--- config.mk ---
export PLATFORM = sky130hd
export DESIGN_NAME = usd_top
export DESIGN_NICKNAME = d
export VERILOG_FILES = /design/src/hdl/usd_pkg.sv /design/src/hdl/usd_comp_if.sv /design/src/hdl/usd_companion.sv /design/src/hdl/usd_top.sv
export VERILOG_INCLUDE_DIRS = /design/src /design/src/hdl
export SDC_FILE = /design/constraint.sdc
export NUM_CORES = 1
export LEC_CHECK = 0
export BUFFER_PORTS_ARGS = -buffer_cell sky130_fd_sc_hd__buf_2
export CAP_MARGIN = 20
export CORE_MARGIN = 5
export CORE_UTILIZATION = 57
export CTS_BUF_LIST = sky130_fd_sc_hd__clkbuf_4 sky130_fd_sc_hd__clkbuf_8 sky130_fd_sc_hd__clkbuf_16
export CTS_CLUSTER_DIAMETER = 200
export DETAILED_ROUTE_END_ITERATION = 10
export PLACE_DENSITY = 0.85
export SETUP_SLACK_MARGIN = 0.5
export SYNTH_ARGS = -nofsm -noshare
export SYNTH_HDL_FRONTEND = slang
export SYNTH_SLANG_ARGS = --single-unit
--- constraint.sdc ---
create_clock -name clk -period 2.4 [get_ports clk]
set_input_delay 0.24 -clock clk [delete_from_list [all_inputs] [get_ports clk]]
set_output_delay 0.24 -clock clk [all_outputs]
set_load 0.03 [all_outputs]
--- src/hdl/usd_cfg.svh ---
`ifndef USD_CFG_SVH
`define USD_CFG_SVH

// ----------------------------------------------------------------------
// string descriptor serving
// ----------------------------------------------------------------------
`define USD_STR_IDX_MIN   3'd1
`define USD_STR_IDX_MAX   3'd5
`define USD_STR_TBL_BASE  8'h10
`define USD_STR_BODY_OFS  8'h02

// ----------------------------------------------------------------------
// endpoint companion descriptor layout and fixed values
// ----------------------------------------------------------------------
`define USD_COMP_OFS_LEN   3'd0
`define USD_COMP_OFS_TYPE  3'd1
`define USD_COMP_OFS_BURST 3'd2
`define USD_COMP_OFS_ATTR  3'd3
`define USD_COMP_OFS_BPI_L 3'd4
`define USD_COMP_OFS_BPI_H 3'd5
`define USD_COMP_LEN       8'h06
`define USD_COMP_TYPE      8'h30
`define USD_BURST_RST      4'h3
`define USD_BULK_ATTR      8'h00
`define USD_BULK_BPI       16'h0000
`define USD_INTR_BURST     8'h00
`define USD_INTR_ATTR      8'h00
`define USD_INTR_BPI       16'h0004

`endif

--- src/hdl/usd_pkg.sv ---
package usd_pkg;

  // descriptor family asked for by the control read
  typedef enum logic {
    USD_KIND_STRING,
    USD_KIND_COMPANION
  } usd_kind_t;

  // endpoint whose companion descriptor is returned
  typedef enum logic [1:0] {
    USD_EP_BULK_IN,
    USD_EP_BULK_OUT,
    USD_EP_INTR
  } usd_ep_t;

  typedef enum logic [2:0] {
    USD_ST_IDLE,
    USD_ST_TBL_LEN,
    USD_ST_TBL_OFS,
    USD_ST_STR_RD,
    USD_ST_STR_HOLD,
    USD_ST_COMP
  } usd_state_t;

endpackage

--- src/hdl/usd_comp_if.sv ---
`timescale 1ns/1ps
`default_nettype none

// ----------------------------------------------------------------------
// byte lookup link between the fsm and the companion generator
// ----------------------------------------------------------------------
interface usd_comp_if;
  logic [2:0]        idx;
  usd_pkg::usd_ep_t  ep;
  logic [3:0]        burst_in;
  logic [3:0]        burst_out;
  logic [7:0]        data;

  modport gen  (input idx, input ep, input burst_in, input burst_out, output data);
  modport user (output idx, output ep, output burst_in, output burst_out, input data);
endinterface

`default_nettype wire

--- src/hdl/usd_companion.sv ---
`timescale 1ns/1ps
`default_nettype none

`include "usd_cfg.svh"

// ----------------------------------------------------------------------
// companion descriptor bytes from fixed values and the burst limits, nothing comes from the store
// ----------------------------------------------------------------------
module usd_companion (
  usd_comp_if.gen cif
);

  logic [7:0]  burst_byte;
  logic [7:0]  attr_byte;
  logic [15:0] bpi_word;

  // per-endpoint fields; burst byte is length minus one, 4 bits keep it 0..15
  always_comb begin
    burst_byte = `USD_INTR_BURST;                        // [RULE_12]
    attr_byte  = `USD_INTR_ATTR;                         // [RULE_12]
    bpi_word   = `USD_INTR_BPI;                          // [RULE_13]
    case (cif.ep)
      usd_pkg::USD_EP_BULK_IN: begin
        burst_byte = {4'h0, cif.burst_in};               // [RULE_07] [RULE_09]
        attr_byte  = `USD_BULK_ATTR;                     // [RULE_10]
        bpi_word   = `USD_BULK_BPI;                      // [RULE_11]
      end
      usd_pkg::USD_EP_BULK_OUT: begin
        burst_byte = {4'h0, cif.burst_out};              // [RULE_08] [RULE_09]
        attr_byte  = `USD_BULK_ATTR;                     // [RULE_10]
        bpi_word   = `USD_BULK_BPI;                      // [RULE_11]
      end
      default: begin
        burst_byte = `USD_INTR_BURST;
        attr_byte  = `USD_INTR_ATTR;
        bpi_word   = `USD_INTR_BPI;
      end
    endcase
  end

  // byte order on the wire, word fields little endian
  always_comb begin
    case (cif.idx)
      `USD_COMP_OFS_LEN:   cif.data = `USD_COMP_LEN;    // [RULE_06] [RULE_14]
      `USD_COMP_OFS_TYPE:  cif.data = `USD_COMP_TYPE;   // [RULE_06] [RULE_14]
      `USD_COMP_OFS_BURST: cif.data = burst_byte;       // [RULE_14]
      `USD_COMP_OFS_ATTR:  cif.data = attr_byte;        // [RULE_14]
      `USD_COMP_OFS_BPI_L: cif.data = bpi_word[7:0];    // [RULE_14]
      `USD_COMP_OFS_BPI_H: cif.data = bpi_word[15:8];   // [RULE_14]
      default:             cif.data = 8'h00;
    endcase
  end

endmodule

`default_nettype wire

--- src/hdl/usd_top.sv ---
// What this block does
// [RULE_01] strings 1..5 take length, type and body wholly from the store
// [RULE_02] string body starts at byte two, two bytes per character, no null
// [RULE_03] no valid store, or zero length and offset entry: stall data stage
// [RULE_04] stored string bytes go out verbatim, length and type unchecked
// [RULE_05] store writer keeps length and type bytes consistent with the table
// [RULE_06] every companion descriptor is six bytes, type 30h, fixed values
// [RULE_07] bulk-in burst byte resets to 03h, follows the bulk-in burst limit
// [RULE_08] bulk-out burst byte resets to 03h, replaceable by bulk-out limit
// [RULE_09] burst byte is burst length minus one, only 0 to 15
// [RULE_10] bulk companion attributes byte at offset three reads 00h
// [RULE_11] bulk companion bytes-per-interval at offset four reads zero
// [RULE_12] interrupt companion burst and attributes bytes read 00h
// [RULE_13] interrupt companion bytes-per-interval reads 0004h
// [RULE_14] companion order: length, type, burst, attributes, bytes-per-interval
// [RULE_15] language id of string requests is ignored
// [RULE_16] companion descriptors only at superspeed, otherwise stalled
// [RULE_17] burst limits are sampled when the request is taken

`timescale 1ns/1ps
`default_nettype none

`include "usd_cfg.svh"

module usd_top (
  input  wire logic             clk,
  input  wire logic             rst_b,
  // request from the control endpoint
  input  wire logic             req_valid,
  input  wire usd_pkg::usd_kind_t req_kind,
  input  wire logic [2:0]       req_str_idx,
  input  wire usd_pkg::usd_ep_t req_ep,
  input  wire logic             superspeed,
  // burst-limit fields of usb_config_reg_zero
  input  wire logic [3:0]       bulk_in_burst_limit,
  input  wire logic [3:0]       bulk_out_burst_limit,
  input  wire logic             bulk_out_burst_override,
  // nonvolatile configuration store read port
  input  wire logic             store_ok,
  output logic                  nv_rd_q,
  output logic [7:0]            nv_addr_q,
  input  wire logic [7:0]       nv_rd_data,
  // data stage byte stream
  output logic                  resp_valid_q,
  output logic [7:0]            resp_byte_q,
  output logic                  resp_last_q,
  input  wire logic             resp_ready,
  output logic                  resp_stall_q,
  output logic                  resp_done_q,
  output logic                  busy_q
);

  // ----------------------------------------------------------------------
  // state
  // ----------------------------------------------------------------------
  usd_pkg::usd_state_t state_q;
  usd_pkg::usd_ep_t    ep_q;
  logic [3:0]          burst_in_q;
  logic [3:0]          burst_out_q;
  logic [7:0]          len_q;
  logic [7:0]          cnt_q;
  logic                rd_pend_q;
  logic                str_idx_ok;

  usd_comp_if cif ();

  usd_companion u_companion (
    .cif (cif)
  );

  assign cif.idx       = cnt_q[2:0];
  assign cif.ep        = ep_q;
  assign cif.burst_in  = burst_in_q;
  assign cif.burst_out = burst_out_q;

  // language id is not even a port: any language gets the string [RULE_15]
  assign str_idx_ok = (req_str_idx >= `USD_STR_IDX_MIN) && (req_str_idx <= `USD_STR_IDX_MAX);

  // ----------------------------------------------------------------------
  // request capture
  // ----------------------------------------------------------------------
  // limits are frozen per request so a descriptor never mixes two settings
  always_ff @(posedge clk or negedge rst_b) begin
    if (!rst_b) begin
      ep_q        <= usd_pkg::USD_EP_BULK_IN;
      burst_in_q  <= `USD_BURST_RST;                    // [RULE_07]
      burst_out_q <= `USD_BURST_RST;                    // [RULE_08]
    end else if (req_valid && state_q == usd_pkg::USD_ST_IDLE) begin
      ep_q        <= req_ep;
      burst_in_q  <= bulk_in_burst_limit;               // [RULE_07] [RULE_17]
      // without the override the bulk-out burst keeps its default
      burst_out_q <= bulk_out_burst_override ? bulk_out_burst_limit
                                             : `USD_BURST_RST; // [RULE_08] [RULE_17]
    end
  end

  // store answers one cycle after the read strobe
  always_ff @(posedge clk or negedge rst_b) begin
    if (!rst_b) begin
      rd_pend_q <= 1'b0;
    end else begin
      rd_pend_q <= nv_rd_q;
    end
  end

  // ----------------------------------------------------------------------
  // request sequencer and byte stream
  // ----------------------------------------------------------------------
  always_ff @(posedge clk or negedge rst_b) begin
    if (!rst_b) begin
      state_q      <= usd_pkg::USD_ST_IDLE;
      len_q        <= 8'h00;
      cnt_q        <= 8'h00;
      nv_rd_q      <= 1'b0;
      nv_addr_q    <= 8'h00;
      resp_valid_q <= 1'b0;
      resp_byte_q  <= 8'h00;
      resp_last_q  <= 1'b0;
      resp_stall_q <= 1'b0;
      resp_done_q  <= 1'b0;
    end else begin
      nv_rd_q      <= 1'b0;
      resp_stall_q <= 1'b0;
      resp_done_q  <= 1'b0;
      case (state_q)
        usd_pkg::USD_ST_IDLE: begin
          if (req_valid) begin
            if (req_kind == usd_pkg::USD_KIND_STRING) begin
              if (!store_ok || !str_idx_ok) begin
                resp_stall_q <= 1'b1;                   // [RULE_03]
              end else begin
                // table holds a length byte then an offset byte per string
                nv_addr_q <= `USD_STR_TBL_BASE + {4'h0, req_str_idx - 3'd1, 1'b0};
                nv_rd_q   <= 1'b1;                      // [RULE_01]
                state_q   <= usd_pkg::USD_ST_TBL_LEN;
              end
            end else if (!superspeed) begin
              resp_stall_q <= 1'b1;                     // [RULE_16]
            end else begin
              cnt_q   <= 8'h00;
              state_q <= usd_pkg::USD_ST_COMP;          // [RULE_06]
            end
          end
        end
        usd_pkg::USD_ST_TBL_LEN: begin
          if (rd_pend_q) begin
            len_q     <= nv_rd_data;                    // [RULE_05]
            nv_addr_q <= nv_addr_q + 8'h01;
            nv_rd_q   <= 1'b1;
            state_q   <= usd_pkg::USD_ST_TBL_OFS;
          end
        end
        usd_pkg::USD_ST_TBL_OFS: begin
          if (rd_pend_q) begin
            if (len_q == 8'h00 && nv_rd_data == 8'h00) begin
              resp_stall_q <= 1'b1;                     // [RULE_03]
              state_q      <= usd_pkg::USD_ST_IDLE;
            end else if (len_q == 8'h00) begin
              // an offset with no bytes yields an empty data stage
              resp_done_q <= 1'b1;
              state_q     <= usd_pkg::USD_ST_IDLE;
            end else begin
              // the stored area already holds length and type in front
              nv_addr_q <= nv_rd_data;                  // [RULE_01] [RULE_02]
              nv_rd_q   <= 1'b1;
              cnt_q     <= 8'h00;
              state_q   <= usd_pkg::USD_ST_STR_RD;
            end
          end
        end
        usd_pkg::USD_ST_STR_RD: begin
          if (rd_pend_q) begin
            resp_valid_q <= 1'b1;
            resp_byte_q  <= nv_rd_data;                 // [RULE_04] [RULE_02]
            resp_last_q  <= (cnt_q == len_q - 8'h01);
            cnt_q        <= cnt_q + 8'h01;
            state_q      <= usd_pkg::USD_ST_STR_HOLD;
          end
        end
        usd_pkg::USD_ST_STR_HOLD: begin
          // one byte in flight at a time; the host side sets the pace
          if (resp_ready) begin
            resp_valid_q <= 1'b0;
            if (resp_last_q) begin
              resp_last_q <= 1'b0;
              resp_done_q <= 1'b1;
              state_q     <= usd_pkg::USD_ST_IDLE;
            end else begin
              nv_addr_q <= nv_addr_q + 8'h01;
              nv_rd_q   <= 1'b1;
              state_q   <= usd_pkg::USD_ST_STR_RD;
            end
          end
        end
        usd_pkg::USD_ST_COMP: begin
          if (!resp_valid_q || resp_ready) begin
            if (resp_valid_q && resp_last_q) begin
              resp_valid_q <= 1'b0;
              resp_last_q  <= 1'b0;
              resp_done_q  <= 1'b1;
              state_q      <= usd_pkg::USD_ST_IDLE;
            end else begin
              resp_valid_q <= 1'b1;
              resp_byte_q  <= cif.data;                 // [RULE_14]
              resp_last_q  <= (cnt_q[2:0] == `USD_COMP_OFS_BPI_H);
              cnt_q        <= cnt_q + 8'h01;
            end
          end
        end
        default: begin
          state_q <= usd_pkg::USD_ST_IDLE;
        end
      endcase
    end
  end

  // busy from one cycle after the taken request until one cycle after the stream ends
  always_ff @(posedge clk or negedge rst_b) begin
    if (!rst_b) begin
      busy_q <= 1'b0;
    end else begin
      busy_q <= (state_q != usd_pkg::USD_ST_IDLE);
    end
  end

  // ----------------------------------------------------------------------
  // checks
  // ----------------------------------------------------------------------
  a_no_store_stall: assert property (@(posedge clk) disable iff (!rst_b) // [RULE_03]
    state_q == usd_pkg::USD_ST_IDLE && req_valid && req_kind == usd_pkg::USD_KIND_STRING
    && !store_ok |=> resp_stall_q && state_q == usd_pkg::USD_ST_IDLE)
    else $error("string read without store was not stalled");

  a_zero_entry_stall: assert property (@(posedge clk) disable iff (!rst_b) // [RULE_03]
    state_q == usd_pkg::USD_ST_TBL_OFS && rd_pend_q && len_q == 8'h00
    && nv_rd_data == 8'h00 |=> resp_stall_q && !resp_valid_q)
    else $error("empty string entry was not stalled");

  a_low_speed_stall: assert property (@(posedge clk) disable iff (!rst_b) // [RULE_16]
    state_q == usd_pkg::USD_ST_IDLE && req_valid && req_kind == usd_pkg::USD_KIND_COMPANION
    && !superspeed |=> resp_stall_q ##1 !resp_valid_q)
    else $error("companion returned below superspeed");

  a_str_verbatim: assert property (@(posedge clk) disable iff (!rst_b) // [RULE_04]
    state_q == usd_pkg::USD_ST_STR_RD && rd_pend_q
    |=> resp_valid_q && resp_byte_q == $past(nv_rd_data))
    else $error("string byte differs from stored byte");

  a_comp_first_len: assert property (@(posedge clk) disable iff (!rst_b) // [RULE_06]
    state_q == usd_pkg::USD_ST_IDLE && req_valid && req_kind == usd_pkg::USD_KIND_COMPANION
    && superspeed |-> ##2 resp_valid_q && resp_byte_q == `USD_COMP_LEN)
    else $error("companion does not open with length six");

  a_comp_type_byte: assert property (@(posedge clk) disable iff (!rst_b) // [RULE_14]
    state_q == usd_pkg::USD_ST_COMP && resp_valid_q && cnt_q == 8'h02
    |-> resp_byte_q == `USD_COMP_TYPE)
    else $error("companion type byte misplaced");

  a_bulk_attr_zero: assert property (@(posedge clk) disable iff (!rst_b) // [RULE_10]
    state_q == usd_pkg::USD_ST_COMP && resp_valid_q && cnt_q == 8'h04
    && ep_q != usd_pkg::USD_EP_INTR |-> resp_byte_q == `USD_BULK_ATTR)
    else $error("bulk companion attributes not zero");

  a_intr_bpi_low: assert property (@(posedge clk) disable iff (!rst_b) // [RULE_13]
    state_q == usd_pkg::USD_ST_COMP && resp_valid_q && cnt_q == 8'h05
    && ep_q == usd_pkg::USD_EP_INTR |-> resp_byte_q == 8'(`USD_INTR_BPI))
    else $error("interrupt bytes per interval wrong");

  a_burst_sampled: assert property (@(posedge clk) disable iff (!rst_b) // [RULE_17]
    state_q == usd_pkg::USD_ST_IDLE && req_valid
    |=> burst_in_q == $past(bulk_in_burst_limit))
    else $error("bulk-in burst limit not sampled at request");

  a_hold_stable: assert property (@(posedge clk) disable iff (!rst_b)
    resp_valid_q && !resp_ready |=> resp_valid_q && $stable(resp_byte_q))
    else $error("byte changed while not accepted");

  a_comp_six_bytes: assert property (@(posedge clk) disable iff (!rst_b) // [RULE_06]
    state_q == usd_pkg::USD_ST_COMP && resp_valid_q && resp_last_q |-> cnt_q == 8'h06)
    else $error("companion length is not six bytes");

  a_bulk_in_burst: assert property (@(posedge clk) disable iff (!rst_b) // [RULE_07]
    state_q == usd_pkg::USD_ST_COMP && resp_valid_q && cnt_q == 8'h03
    && ep_q == usd_pkg::USD_EP_BULK_IN |-> resp_byte_q == {4'h0, burst_in_q})
    else $error("bulk-in burst byte not from its limit");

  a_intr_burst_zero: assert property (@(posedge clk) disable iff (!rst_b) // [RULE_12]
    state_q == usd_pkg::USD_ST_COMP && resp_valid_q && cnt_q == 8'h03
    && ep_q == usd_pkg::USD_EP_INTR |-> resp_byte_q == `USD_INTR_BURST)
    else $error("interrupt burst byte not zero");

  a_bulk_bpi_zero: assert property (@(posedge clk) disable iff (!rst_b) // [RULE_11]
    state_q == usd_pkg::USD_ST_COMP && resp_valid_q && cnt_q >= 8'h05
    && ep_q != usd_pkg::USD_EP_INTR |-> resp_byte_q == 8'h00)
    else $error("bulk bytes per interval not zero");

endmodule

`default_nettype wire

==> flow_summary.ini <==
[logic_synthesis]
ys_ff_latch = 52
syn_inst = 328
synth.avg_cell_area_um2 = 9.655
ys_types = 66
synthFlopType = dfrtp_1
ys_async_sr_fraction = 1.000
syn_nets = 366
yosysWarningCount = 0
syn_area_mm2 = 0.003167
synth_edf_count = 0
synth-seq-area-share = 0.4125

[floorplan]
dieArea_mm2 = 0.007146
std_cell_rows = 27
ios = 51
die_height_um = 84.54
fp.coreArea_mm2 = 0.005439
initial_core_util = 0.5822
die_w_um = 84.54

[clocking]
cts_made_buffers = 5
clock_latency_ns = 0.31
cts_tree = done
cts_htree_levels = 2
cts.sinks = 52
clockBufferDepth = 2
postCtsHoldBufs = 0
cts-root-buf = clkbuf_8
clkTransAtPathRegs_ns = 0.10

[timing]
clock_skew_ns = 0.005297
setup_viol = 0
max_freq_mhz = 517.3
finalCritPeriodShare = 0.8055
tns_ns = 0
slew_headroom = 0.5661
tightest_slew_ns = 0.6509
finalHoldViolations = 0
holdWs_ns = 0.02524
rsz0062_at_grt = yes
final_max_slew_viol_count = 0
setup_ws_ns = 0.4668
fin_crit_ns = 1.933

[finish]
layout-drive-gt1-share = 0.3500
insertedDiodeCount = 0
fin_area_mm2 = 0.003862
fin_nets = 437
mostFrequentLayoutCell = buf_2
area_growth_syn_to_layout_pct = 21.97
stdcell_count = 472
utilization = 0.7101
layout_common_cells = 50 x buf_2, 43 x dfrtp_1, 34 x nand2_1

[pwr]
power_density_mw_per_mm2 = 1291
leakage_nw = 1.733
peakVddDrop_mv = 0.7983
p_total_mw = 4.985

[worst_setup_path]
required_ns = 2.60
end_kind = flop
cp_max_fo = 8
arrival_ns = 2.13
r2r_start = state_q[2]$_DFFE_PN0P_
crit_type = flop to flop
r2r-end = cnt_q[0]$_DFFE_PN0P_
crit_path_frequent_cell = nor2b_2
worstPathCellList = buf_4 -> nor2b_2 -> nor2b_2 -> and2_4 -> nor3_4 -> buf_12 -> buf_6 -> mux2_4
r2r_cells = 8
reg2reg_setup_slack_ns = 0.47
crit_path_start_kind = flop
slowest_delay_ns = 0.45
cp_slowest_cell = dfrtp_2

[global_routing]
antenna_found_initial = 0
grt_overflow = 0
grt_pass1_vias = 2822
grt_max_degree = 53
grt_use_total = 0.2272
grt_pass1_wl_um = 13280

[place]
placement.io_buffers = 50
gp_congestion = 0.9125
place_ws_ns = 0.2636
dp.cells = 446
place_hpwl_um = 5630
place_area_mm2 = 0.003512

[drt]
vias = 2892
wl_um = 8320
wl_per_cell_um = 17.63
drtIter0Drc = 222
routed_via_density = 6.127
antenna_left = 0
first_pass_iters = 5
drcViolationCount = 0

[hold_path]
min_path_type = input port to async pin

[status]
status = complete, no violations

[run]
max-cap-violations = 0
synth_stat cells (6+ instances only):
cell / instances / area [µm²]
a21oi_1: 6 / 30.03
clkbuf_1: 9 / 33.78
dfrtp_1: 48 / 1201
ha_1: 9 / 112.6
inv_1: 16 / 60.06
mux2_2: 16 / 180.2
mux2i_1: 10 / 100.1
nand2_1: 34 / 127.6
nand3_1: 8 / 40.04
nor2_1: 19 / 71.32
nor2b_1: 9 / 56.30
nor3_1: 6 / 30.03
o21ai_0: 27 / 135.1
o21ai_1: 6 / 30.03
xnor2_1: 7 / 61.31
xor2_1: 6 / 52.55
where the power goes:
group	total [mW]	internal (mW)	leakage, nW	switching (mW)
clock	0.532	0.215	0.0463	0.317
sequential	1.64	1.27	0.640	0.376
combinational	2.81	1.23	1.05	1.58
total	4.99	2.71	1.73	2.27
metal layers:
metal,track usage,share of wire,up-vias
met5,0,0,-
met4,0.09496,0.024,0
met3,0.04514,0.063,27
met2,0.3815,0.51,127
met1,0.2854,0.40,1418
li1,-,-,1320
critical path, delay by kind of cell (launching register included):
kind / cells / cell delay, ns
buffers and inverters: 3 / 0.43
DFF: 1 / 0.45
muxes: 1 / 0.25
and+or+nand+nor: 4 / 0.69
layout make-up:
class	count	area, µm²
multi-input cells	242	1790
well taps	72	90.09
flip-flops and latches	52	1313
clock buffers	5	68.82
repair buffers	81	509.2
clock inverters	3	27.53
inverters	17	63.81
fillers	368	1577
sequential cells by signal (all words and copies together), names as in the netlist:
name / flops
cnt_q: 8
len_q: 8
nv_addr_q: 8
resp_byte_q: 8
burst_in_q: 4
burst_out_q: 4
state_q: 3
cif.ep: 2
busy_q: 1
nv_rd_q: 1
rd_pend_q: 1
resp_done_q: 1
resp_last_q: 1
resp_stall_q: 1
resp_valid_q: 1
logic make-up (layout without fill, tap and decap cells):
group	Yosys count	in the layout	share of synthesized area
AO/OA/AOI/OAI	79	79	0.1691
buffers and inverters	34	106	0.04938
flip-flops	52	52	0.4125
AND/OR/NAND/NOR	110	110	0.1889
adder cells (fa/ha/maj)	9	9	0.03556
multiplexers	31	31	0.1087
XOR/XNOR	13	13	0.03595
worst max-delay path by stage:
| stage | from | endpoint | slack (ns) | cells past startpoint |
|---|---|---|---|---|
| after floorplan | len_q[0]$_DFFE_PN0P_ | resp_byte_q[2]$_DFFE_PN0P_ | 0.50 | 8 |
| after global placement | state_q[2]$_DFFE_PN0P_ | resp_byte_q[1]$_DFFE_PN0P_ | 0.36 | 5 |
| after detailed placement | state_q[2]$_DFFE_PN0P_ | resp_byte_q[1]$_DFFE_PN0P_ | 0.26 | 5 |
| after CTS | len_q[4]$_DFFE_PN0P_ | cnt_q[0]$_DFFE_PN0P_ | 0.51 | 7 |
| after global routing | state_q[2]$_DFFE_PN0P_ | cnt_q[0]$_DFFE_PN0P_ | 0.40 | 8 |
| final | state_q[2]$_DFFE_PN0P_ | cnt_q[0]$_DFFE_PN0P_ | 0.47 | 8 |
timing repair:
| item | CTS | global route |
|---|---|---|
| gates resized for setup | 8 | 20 |
| setup buffers | 9 | 9 |
| gates cloned | 0 | 0 |
| pin swaps | 3 | 5 |
| endpoints found under the setup margin | 22 | 21 |
(Power assumes the default switching activity.)
